==> src/rtl/dgc_map.vh <==
// Register offsets, field positions and reset values for the DMA group control block.
// Assumes inclusion by bare name from the design files.
`ifndef DGC_MAP_VH
`define DGC_MAP_VH
// ----------------------------------------
// Register offsets (byte-wide I/O space)
// ----------------------------------------
`define DGC_OFS_GROUP_CONTROL 4'h8
`define DGC_OFS_SW_REQUEST 4'h9
// ----------------------------------------
// Group control field positions
// ----------------------------------------
`define DGC_BIT_ACK_POL 7
`define DGC_BIT_REQ_POL 6
`define DGC_BIT_EARLY_WR 5
`define DGC_BIT_PRIO 4
`define DGC_BIT_COMP 3
`define DGC_BIT_REQ_DIS 2
// ----------------------------------------
// Software request field positions
// ----------------------------------------
`define DGC_BIT_SW_VAL 2
`define DGC_SW_SEL_HI 1
`define DGC_SW_SEL_LO 0
// ----------------------------------------
// Reset values
// ----------------------------------------
`define DGC_RST_GROUP_CONTROL 6'h00
`define DGC_RST_SW_FLAGS 4'h0
`define DGC_RST_LAST_CHAN 2'h3
// ----------------------------------------
// Timing counts (clocks)
// ----------------------------------------
`define DGC_STROBE_NORMAL 3'h3
`define DGC_STROBE_COMP 3'h1
`define DGC_EARLY_LEAD 3'h1
`endif

==> src/rtl/dgc_arbiter.v <==
// Four-channel arbiter, fixed or rotating priority.
// Assumes requests already qualified; last-served pointer from the caller.
`timescale 1ns/1ps
`default_nettype none
module dgc_arbiter (
  // Request side
  input wire [3:0] req_i,
  input wire rotate_i,
  input wire [1:0] last_i,
  // Grant side
  output reg grant_valid_o,
  output reg [1:0] grant_chan_o
);
  // ----------------------------------------
  // Priority search
  // ----------------------------------------
  reg [1:0] start; // First channel searched
  reg [1:0] idx; // Candidate channel
  integer k;
  // Search from start upward, wrapping
  always @* begin
    start = rotate_i ? last_i + 2'h1 : 2'h0;
    grant_valid_o = 1'b0;
    grant_chan_o = 2'h0;
    idx = 2'h0;
    for (k = 3; k >= 0; k = k - 1) begin
      idx = start + k[1:0];
      if (req_i[idx]) begin
        grant_valid_o = 1'b1;
        grant_chan_o = idx;
      end
    end
  end
endmodule
`default_nettype wire

==> src/rtl/dgc_top.v <==
// DMA group control: global control register, software request register,
// request polarity, arbitration, acknowledge polarity and strobe timing.
// Assumes synchronous byte-wide I/O writes; peripheral requests come from pins.
//
// Overview of operation
// - Ack outputs low active when bit7 zero
// - Request inputs high active when bit6 zero
// - Early write advances write strobes one clock
// - Compressed timing overrides early write setting
// - Bit4 selects fixed or rotating priority
// - Compressed timing gives one-clock read strobes
// - Request disable ignores requests, registers stay
// - Software request register at offset 9h
// - Write sets or clears selected request flag
// - Terminal count clears software request flag
// - Write-only control byte at offset 8h
`timescale 1ns/1ps
`default_nettype none
`include "dgc_map.vh"
module dgc_top (
  // Clock, reset, enable
  input wire clk_i,
  input wire nrst_i,
  input wire ce_i,
  // Register write port
  input wire wr_i,
  input wire [3:0] addr_i,
  input wire [7:0] wdata_i,
  // Peripheral pins
  input wire [3:0] dreq_i,
  output reg [3:0] dack_o,
  // Transfer engine side
  input wire cycle_is_read_i,
  input wire cycle_is_mem_i,
  input wire [3:0] tc_i,
  // Bus strobes, active high
  output reg io_read_strobe_o,
  output reg mem_read_strobe_o,
  output reg io_write_strobe_o,
  output reg mem_write_strobe_o,
  // Status
  output reg [3:0] sw_req_flags_o,
  output reg [5:0] group_control_o
);
  // ----------------------------------------
  // States
  // ----------------------------------------
  localparam ST_IDLE = 2'b00;
  localparam ST_ACT = 2'b01;
  localparam ST_DONE = 2'b10;

  // Decode of a write to one offset
  function is_wr;
    input wr;
    input [3:0] addr;
    input [3:0] ofs;
    begin
      is_wr = wr & (addr == ofs);
    end
  endfunction

  // ----------------------------------------
  // Pin synchronisers (three stages)
  // ----------------------------------------
  reg [3:0] dreq_s1_q, dreq_s2_q, dreq_s3_q; // Sync chain
  reg [3:0] dreq_q; // Filtered request level
  // Sample the pins
  always @(posedge clk_i or negedge nrst_i) begin
    if (!nrst_i) begin
      dreq_s1_q <= 4'h0;
      dreq_s2_q <= 4'h0;
      dreq_s3_q <= 4'h0;
      dreq_q <= 4'h0;
    end else if (ce_i) begin
      dreq_s1_q <= dreq_i;
      dreq_s2_q <= dreq_s1_q;
      dreq_s3_q <= dreq_s2_q;
      // Accept change when stages two and three agree
      dreq_q <= (dreq_s2_q & dreq_s3_q) | (dreq_q & (dreq_s2_q | dreq_s3_q));
    end
  end

  // ----------------------------------------
  // Register writes
  // ----------------------------------------
  wire wr_ctl = is_wr(wr_i, addr_i, `DGC_OFS_GROUP_CONTROL);
  wire wr_swr = is_wr(wr_i, addr_i, `DGC_OFS_SW_REQUEST);
  reg [5:0] ctl_q; // Bits 7..2 only; reserved bits unstored
  reg [3:0] swf_q; // Software request flags
  wire [1:0] sel = wdata_i[`DGC_SW_SEL_HI:`DGC_SW_SEL_LO];
  reg [3:0] swf_d;
  integer c;
  // Software flag next value
  always @* begin
    swf_d = swf_q & ~tc_i;
    for (c = 0; c < 4; c = c + 1) begin
      if (wr_swr && sel == c[1:0]) begin
        swf_d[c] = wdata_i[`DGC_BIT_SW_VAL];
      end
    end
  end
  // Control and flag storage
  always @(posedge clk_i or negedge nrst_i) begin
    if (!nrst_i) begin
      ctl_q <= `DGC_RST_GROUP_CONTROL;
      swf_q <= `DGC_RST_SW_FLAGS;
    end else if (ce_i) begin
      if (wr_ctl) begin
        ctl_q <= wdata_i[7:2];
      end
      swf_q <= swf_d;
    end
  end

  wire ack_pol = ctl_q[`DGC_BIT_ACK_POL-2];
  wire req_pol = ctl_q[`DGC_BIT_REQ_POL-2];
  wire early_write_sel = ctl_q[`DGC_BIT_EARLY_WR-2];
  wire priority_scheme = ctl_q[`DGC_BIT_PRIO-2];
  wire compressed_timing = ctl_q[`DGC_BIT_COMP-2];
  wire request_disable = ctl_q[`DGC_BIT_REQ_DIS-2];

  // ----------------------------------------
  // Request qualification and arbitration
  // ----------------------------------------
  wire [3:0] hw_req = req_pol ? ~dreq_q : dreq_q;
  wire [3:0] req_all = request_disable ? 4'h0 : (hw_req | swf_q);
  reg [1:0] last_q; // Most recently served channel
  wire gv;
  wire [1:0] gch;
  dgc_arbiter u_arb (
    .req_i(req_all),
    .rotate_i(priority_scheme),
    .last_i(last_q),
    .grant_valid_o(gv),
    .grant_chan_o(gch)
  );

  // ----------------------------------------
  // Service sequencer
  // ----------------------------------------
  reg [1:0] st_q; // Sequencer state
  reg [1:0] ch_q; // Channel in service
  reg [2:0] cnt_q; // Cycle counter within transfer
  reg rd_q, mem_q; // Kind of cycle
  wire [2:0] len = compressed_timing ? `DGC_STROBE_COMP : `DGC_STROBE_NORMAL;
  wire early = early_write_sel & ~compressed_timing;
  // Strobe active test for a cycle position
  wire strobe_on = (st_q == ST_ACT) &&
    (rd_q ? (cnt_q < len) : (early ? 1'b1 : (cnt_q >= `DGC_EARLY_LEAD)));
  always @(posedge clk_i or negedge nrst_i) begin
    if (!nrst_i) begin
      st_q <= ST_IDLE;
      ch_q <= 2'h0;
      cnt_q <= 3'h0;
      rd_q <= 1'b0;
      mem_q <= 1'b0;
      last_q <= `DGC_RST_LAST_CHAN;
    end else if (ce_i) begin
      case (st_q)
        ST_IDLE: begin
          // Grant winner
          if (gv) begin
            st_q <= ST_ACT;
            ch_q <= gch;
            cnt_q <= 3'h0;
            rd_q <= cycle_is_read_i;
            mem_q <= cycle_is_mem_i;
          end
        end
        ST_ACT: begin
          // Normal cycle is three clocks; read may be compressed
          if (cnt_q == (rd_q ? len : `DGC_STROBE_NORMAL) - 3'h1) begin
            st_q <= ST_DONE;
            last_q <= ch_q;
          end
          cnt_q <= cnt_q + 3'h1;
        end
        ST_DONE: begin
          st_q <= ST_IDLE;
        end
        default: begin
          st_q <= ST_IDLE;
        end
      endcase
    end
  end

  // ----------------------------------------
  // Registered outputs
  // ----------------------------------------
  reg [3:0] ack_d;
  integer a;
  // Acknowledge pattern for current service
  always @* begin
    for (a = 0; a < 4; a = a + 1) begin
      ack_d[a] = ((st_q == ST_ACT) && ch_q == a[1:0]) ^ ~ack_pol;
    end
  end
  always @(posedge clk_i or negedge nrst_i) begin
    if (!nrst_i) begin
      dack_o <= 4'hF;
      io_read_strobe_o <= 1'b0;
      mem_read_strobe_o <= 1'b0;
      io_write_strobe_o <= 1'b0;
      mem_write_strobe_o <= 1'b0;
      sw_req_flags_o <= `DGC_RST_SW_FLAGS;
      group_control_o <= `DGC_RST_GROUP_CONTROL;
    end else if (ce_i) begin
      dack_o <= ack_d;
      io_read_strobe_o <= strobe_on & rd_q & ~mem_q;
      mem_read_strobe_o <= strobe_on & rd_q & mem_q;
      io_write_strobe_o <= strobe_on & ~rd_q & ~mem_q;
      mem_write_strobe_o <= strobe_on & ~rd_q & mem_q;
      sw_req_flags_o <= swf_q;
      group_control_o <= ctl_q;
    end
  end
endmodule
`default_nettype wire

==> config.mk <==
export PLATFORM = sky130hd
export DESIGN_NAME = dgc_top
export DESIGN_NICKNAME = d
export VERILOG_FILES = /design/src/rtl/dgc_arbiter.v /design/src/rtl/dgc_top.v
export VERILOG_INCLUDE_DIRS = /design/src /design/src/rtl
export SDC_FILE = /design/constraint.sdc
export NUM_CORES = 1
export LEC_CHECK = 0
export ABC_AREA = 1
export BUFFER_PORTS_ARGS = -buffer_cell sky130_fd_sc_hd__buf_2
export CORE_MARGIN = 3
export CORE_UTILIZATION = 30
export CTS_CLUSTER_DIAMETER = 150
export CTS_CLUSTER_SIZE = 14
export DETAILED_ROUTE_END_ITERATION = 8
export REMOVE_ABC_BUFFERS = 1
export SYNTH_ARGS = -nofsm -noshare
export SYNTH_HDL_FRONTEND = slang
export SYNTH_SLANG_ARGS = --single-unit
export TNS_END_PERCENT = 50
==> constraint.sdc <==
create_clock -name clk_i -period 1.8 [get_ports clk_i]
set_input_delay 0.36 -clock clk_i [delete_from_list [all_inputs] [get_ports clk_i]]
set_output_delay 0.36 -clock clk_i [all_outputs]
set_load 0.005 [all_outputs]
Yosys cells after proc, flatten, opt, wreduce, memory -nomap -nowiden
Index checks and enable logic that the tools add are counted.
- multiplexer cells: 32
- $add $sub $neg: 6
- $lt $le $gt $ge: 6
- bitwise logic cells: 25
- reduce and logical (&&, ||, !) cells: 18
- equality and inequality tests: 12
- operators by type and width (kind ; count):
    two-way mux 2 bit ; 9
    two-way mux 1 bit ; 14
    bitwise AND 4 bit ; 3
    < comparator 2 x 3 -> 1 bit, second input constant ; 4
    OR 4 bit ; 3
    AND reduction 3 bit ; 4
    bitwise AND 1 bit ; 9
    logical AND 1 bit ; 9
    binary-select mux 1 bit (select 2 bit) ; 4
    equality test 2 bit, second input constant ; 4
    equality test 4 bit, second input constant ; 2
    two-way mux 4 bit ; 2
    inverter 4 bit ; 2
    equality test 2 x 1 -> 1 bit, second input constant ; 3
    logical NOT 2 bit ; 3
    one-hot mux 3 bit (2 select lines) ; 1
    adder 2 x 1 -> 2 bit, second input constant ; 2
    adder 2 bit, second input constant ; 2
    inverter 1 bit ; 4
    one-hot mux 2 bit (2 select lines) ; 1
    bitwise XOR 1 bit ; 4
    adder 3 x 1 -> 3 bit, second input constant ; 1
    equality test 3 bit ; 1
    greater-or-equal comparator 3 x 1 -> 1 bit, second input constant ; 1
    other kinds (7) ; 7
- input port bits: 26
- output and inout bits: 18
- register bits: 55
- logic and storage cells: 118

Logic depth before layout (Yosys ltp)
- word-level depth: 12
- depth in mapped cells: 13
- depth with buffers taken out: 13

By module
A second synthesis with hierarchy kept.
- cell total of the unflattened synthesis: 361
- area total of the unflattened synthesis: 2753.9 um^2
- by module, submodules not included (module ; instances ; seq. area each (um^2) ; area each (um^2) ; cells each):
    dgc_top ; 1 ; 1383.8 ; 2539.9 ; 313
    dgc_arbiter ; 1 ; 0.0 ; 214.0 ; 48

Worst setup path after synthesis
No wires, ideal clock.
- path type: flip-flop to flip-flop
- start point: register last_q[0]
- end point: register ch_q[0]
- data required time: 1.735 ns
- path slack: 0.451 ns
- cell stages (with the launch flop): 11
- arrival: 1.284 ns
- clock period less this slack: 1.349 ns
- path buffers: 0
- library setup time: 0.065 ns
- path through: dfstp_2 > nor2_4 > inv_2 > nand3_1 > nand2_2 > nor2_2 > nand2_2 > nand3_2 > inv_2 > nand3_1 > nand2_1
- word-level cells in the longest chain between the ends: 10
- elaborated cells on any way between the ends: 22
- classes of those cells: 4 x add/sub; 17 x mux; 1 x reduce/logical
- ends and longest elaborated chain (what ; line ; RTL):
    start: declaration ; dgc_top.v:127 ; reg [1:0] last_q;
    start signal: assignment ; dgc_top.v:157 ; last_q <= `DGC_RST_LAST_CHAN;
    start signal: assignment ; dgc_top.v:174 ; last_q <= ch_q;
    adder 2 x 1 -> 2 bit * ; dgc_arbiter.v:22 ; start = rotate_i ? last_i + 2'h1 : 2'h0;
    two-way mux 2 bit * ; dgc_arbiter.v:22 ;
    adder 2 bit ; dgc_arbiter.v:27 ; idx = start + k[1:0];
    binary-select mux 1 bit (select 2 bit) ; dgc_arbiter.v:28 ; if (req_i[idx]) begin
    two-way mux 1 bit (implied by the code) ; dgc_arbiter.v:28 ;
    two-way mux 1 bit (4 in series) ; dgc_arbiter.v:28 ;
    AND reduction 3 bit (no line) ; -- ;
    end signal: assignment ; dgc_top.v:164 ; ch_q <= gch;
    end: declaration ; dgc_top.v:142 ; reg [1:0] ch_q;
Mark *: on every way between the ends. The rest lies on a longest branch, timed or not. The select of a mux whose other input is x is not followed.
A chain may end at the register's enable or synchronous reset.

Worst setup path after layout
Ends and elaborated chain as after synthesis.

==> run metrics <==
CP max FO 6; cell-internal power roughly 2.4 mW; Starting Density 31.6%; Combinational Power Share around a third; first-pass GRT wire length 9780 µm; RSZ-0062 raised after global routing false; initial antenna violation count 0; area of the multi-input gates ~1100 µm²; IO Port Bufs 43; Max clock buf depth 2; Post-CTS Setup Repair Bufs 0; Avg Inst Size Synth 8.31 µm²; EDFF count, synth 0; Synth Instances 320; Final Slew Violations 0; status finished, final reports clean; Post-Synth Adder-Cell Area roughly 1.4%; Max Clk Rate roughly 670 MHz; final setup TNS 0 ps; worst path arrival time 1740 ps; num ports 44; die area approximately 10000 µm²; largest net degree at the start of global routing 56; # H-tree levels 2; WP data required slightly above 2000 ps; class of the worst hold path input pin to async pin; R2R Path Start last_q[0]; fin crit period 1490 ps; Antenna Cells 0; antenna-violating nets left 0; final WL approximately 5700 µm; Core ar. 8420 µm²; hold-fix buffers at CTS 0; clock-pin slew on the worst setup and hold paths approximately 90 ps; critical path type register to register; Fillers 884; Syn-to-layout area delta 17.9%; worst vdd ir 0.000420 V; grt total ovfl 0; overall routing resource usage roughly 12%; DRC Markers 0; CP startpoint last_q[0]; die height between 100 and 150 µm; PostCTS Resize Cnt 0; NumNets Final around 400; # rows 33; clock share of power 19.7%; mux cell area share after synthesis less than 1%; switch share 36.5%; Sequential Area ~1400 µm²; Cell variety after synth 29; First DRT Iteration DRCs between 60 and 70; wire per inst roughly 12 µm; period utilization 82.9%; Syn Std Cell Area approximately 2700 µm²; final instance area 3140 µm²; vias in the first global route 2101; Vias about 2200; CTS tree built; P per Cell Area between 1000 and 1500 nW/µm²; Vias/cell about 4.6; Synth Register Bits 55; GR peak layer met2; CTS Buf Count 5; FFs w/ async S/R, synth 100%; worst hold margin between 30 and 40 ps; GR Layer Usage met1 between 15 and 20%; GR Layer Usage met2 between 10% and 20%; Final Hold Fails 0; met3 Use GR under 10%; Leakage between 1.5 and 2 nW; later-pin clock latency in the skew report approximately 300 ps; RePlAce Congestion roughly 0.86; CTS Sinks 55; Post-DP Area roughly 3000 µm²; sw power between 1 and 1.5 mW; worst-margin pin slew between 500 and 600 ps; largest family of logic cells by synthesized area simple AND/OR/NAND/NOR gates; setup violators final 0; share of cells above drive strength 1 about 25%; Root Driver clkbuf_8; top_reg_cell synth dfrtp_1; synth warn 0; post-synthesis simple-gate area fraction a little over a quarter; First-pass DRT Iterations 5; compound-cell area share of the yosys netlist a little under an eighth; total power about 3.7 mW; Critical Path Sink Type register; HPWL after detailed placement about 4300 µm; final core occ 37.2%; Relative slew margins about two thirds; width of the die between 100 and 150 µm; clock skew around 4.5 ps; Synth Area in XOR/XNOR 0%; post-synthesis sequential area ratio 52.0%; # Max-Cap Violations 0; Reg power frac between 40 and 50%; Worst setup SP type register
==> cell type report <==
cell class                      count  share of cell area, %
Sequential cell                    55                   44.1
Multi-Input combinational cell    215                   34.2
Timing Repair Buffer               49                   8.70
Inverter                           43                   5.59
Tap cell                          105                   4.19
Clock buffer                        8                   3.19
==> power by group through the flow <==
| stage | clock, mW | combinational, mW | sequential [mW] |
|---|---|---|---|
| 6_report | 0.739 | 1.25 | 1.76 |
| 5_1_grt | 0.824 | 1.45 | 1.80 |
| 4_1_cts | 0.768 | 1.27 | 1.76 |
| 3_5_place_dp | 0 | 1.27 | 1.78 |
| 3_3_place_gp | 0 | 1.23 | 1.77 |
| 2_1_floorplan | 0 | 0.903 | 1.74 |
==> layer usage <==
metal | part of all wire, % | vias to the layer above
met5 | 0 | -
li1 | - | 1127
met2 | 45 | 39
met4 | 1.3 | 0
met3 | 4.2 | 7
met1 | 50 | 1013
==> logic make-up (layout without fill, tap and decap cells) <==
| group | after synthesis | after routing |
|---|---|---|
| and+or+nand+nor | 158 | 158 |
| DFF | 55 | 55 |
| AOI/OAI and AO/OA | 52 | 52 |
| buffers and inverters | 50 | 100 |
| adders and majority gates | 3 | 3 |
| muxes | 2 | 2 |
==> final timing paths <==
check                                to  slack, ps  cells after the start
min reg2reg                dreq_s1_q[0]        480                      2
min in group clk_i         dreq_s1_q[1]        250                      3
max reg2reg                     ch_q[0]        310                     10
min                        dreq_s2_q[0]         40                      2
max                             ch_q[0]        310                     10
max in group asynchronous     dack_o[0]       1480                      2
==> worst max-delay path, stage by stage (launching register included) <==
cell     delay [ps]
dfstp_2         570
nor2_4           60
inv_2           100
nand3_1         100
nand2_2         100
nor2_2           40
nand2_2          90
nand3_2         110
inv_2           130
nand3_1          80
nand2_1          60
==> cell usage after synthesis, types with 4 or more instances <==
cell / instances / area [µm²]
nand3_1: 19 / 95.1
inv_1: 36 / 135
a21oi_1: 11 / 55.1
dfstp_2: 6 / 158
inv_2: 6 / 22.5
nand3_2: 6 / 60.1
nand2_1: 88 / 330
o211ai_1: 8 / 60.1
nor3_1: 6 / 30.0
clkbuf_1: 5 / 18.8
o21ai_1: 12 / 60.1
nor2_1: 23 / 86.3
o21ai_0: 13 / 65.1
nand2_2: 8 / 50.1
dfrtp_1: 49 / 1230
o22ai_1: 4 / 25.0
==> metrics by stage <==
stage | worst slack (ps) | instances
6_report | 308 | 475
5_1_grt | 112 | 475
2_1_floorplan | 451 | 313
3_3_place_gp | 360 | 467
3_5_place_dp | 312 | 467
4_1_cts | 292 | 475
==> flip-flops by register name, indices dropped and copies added, names as in the netlist <==
register,cells
sw_req_flags_o,4
dreq_s1_q,4
mem_read_strobe_o,1
ch_q,2
dack_o,4
rd_q,1
st_q,2
io_read_strobe_o,1
mem_write_strobe_o,1
mem_q,1
dreq_s2_q,4
group_control_o,6
io_write_strobe_o,1
ctl_q,6
last_q,2
dreq_s3_q,4
cnt_q,3
swf_q,4
dreq_q,4
==> layout by cell type, fill, tap and decap left out, types with 4 or more instances in the layout <==
| cell | instances |
|---|---|
| nand2_1 | 88 |
| dfrtp_1 | 49 |
| buf_2 | 43 |
| inv_1 | 36 |
| nor2_1 | 23 |
| nand3_1 | 19 |
| o21ai_0 | 13 |
| o21ai_1 | 12 |
| a21oi_1 | 11 |
| o211ai_1 | 8 |
| nand2_2 | 8 |
| clkbuf_8 | 7 |
| inv_2 | 6 |
| nor3_1 | 6 |
| nand3_2 | 6 |
| dfstp_2 | 6 |
| buf_4 | 5 |
| o22ai_1 | 4 |
Power figures use the tool's default switching activity.
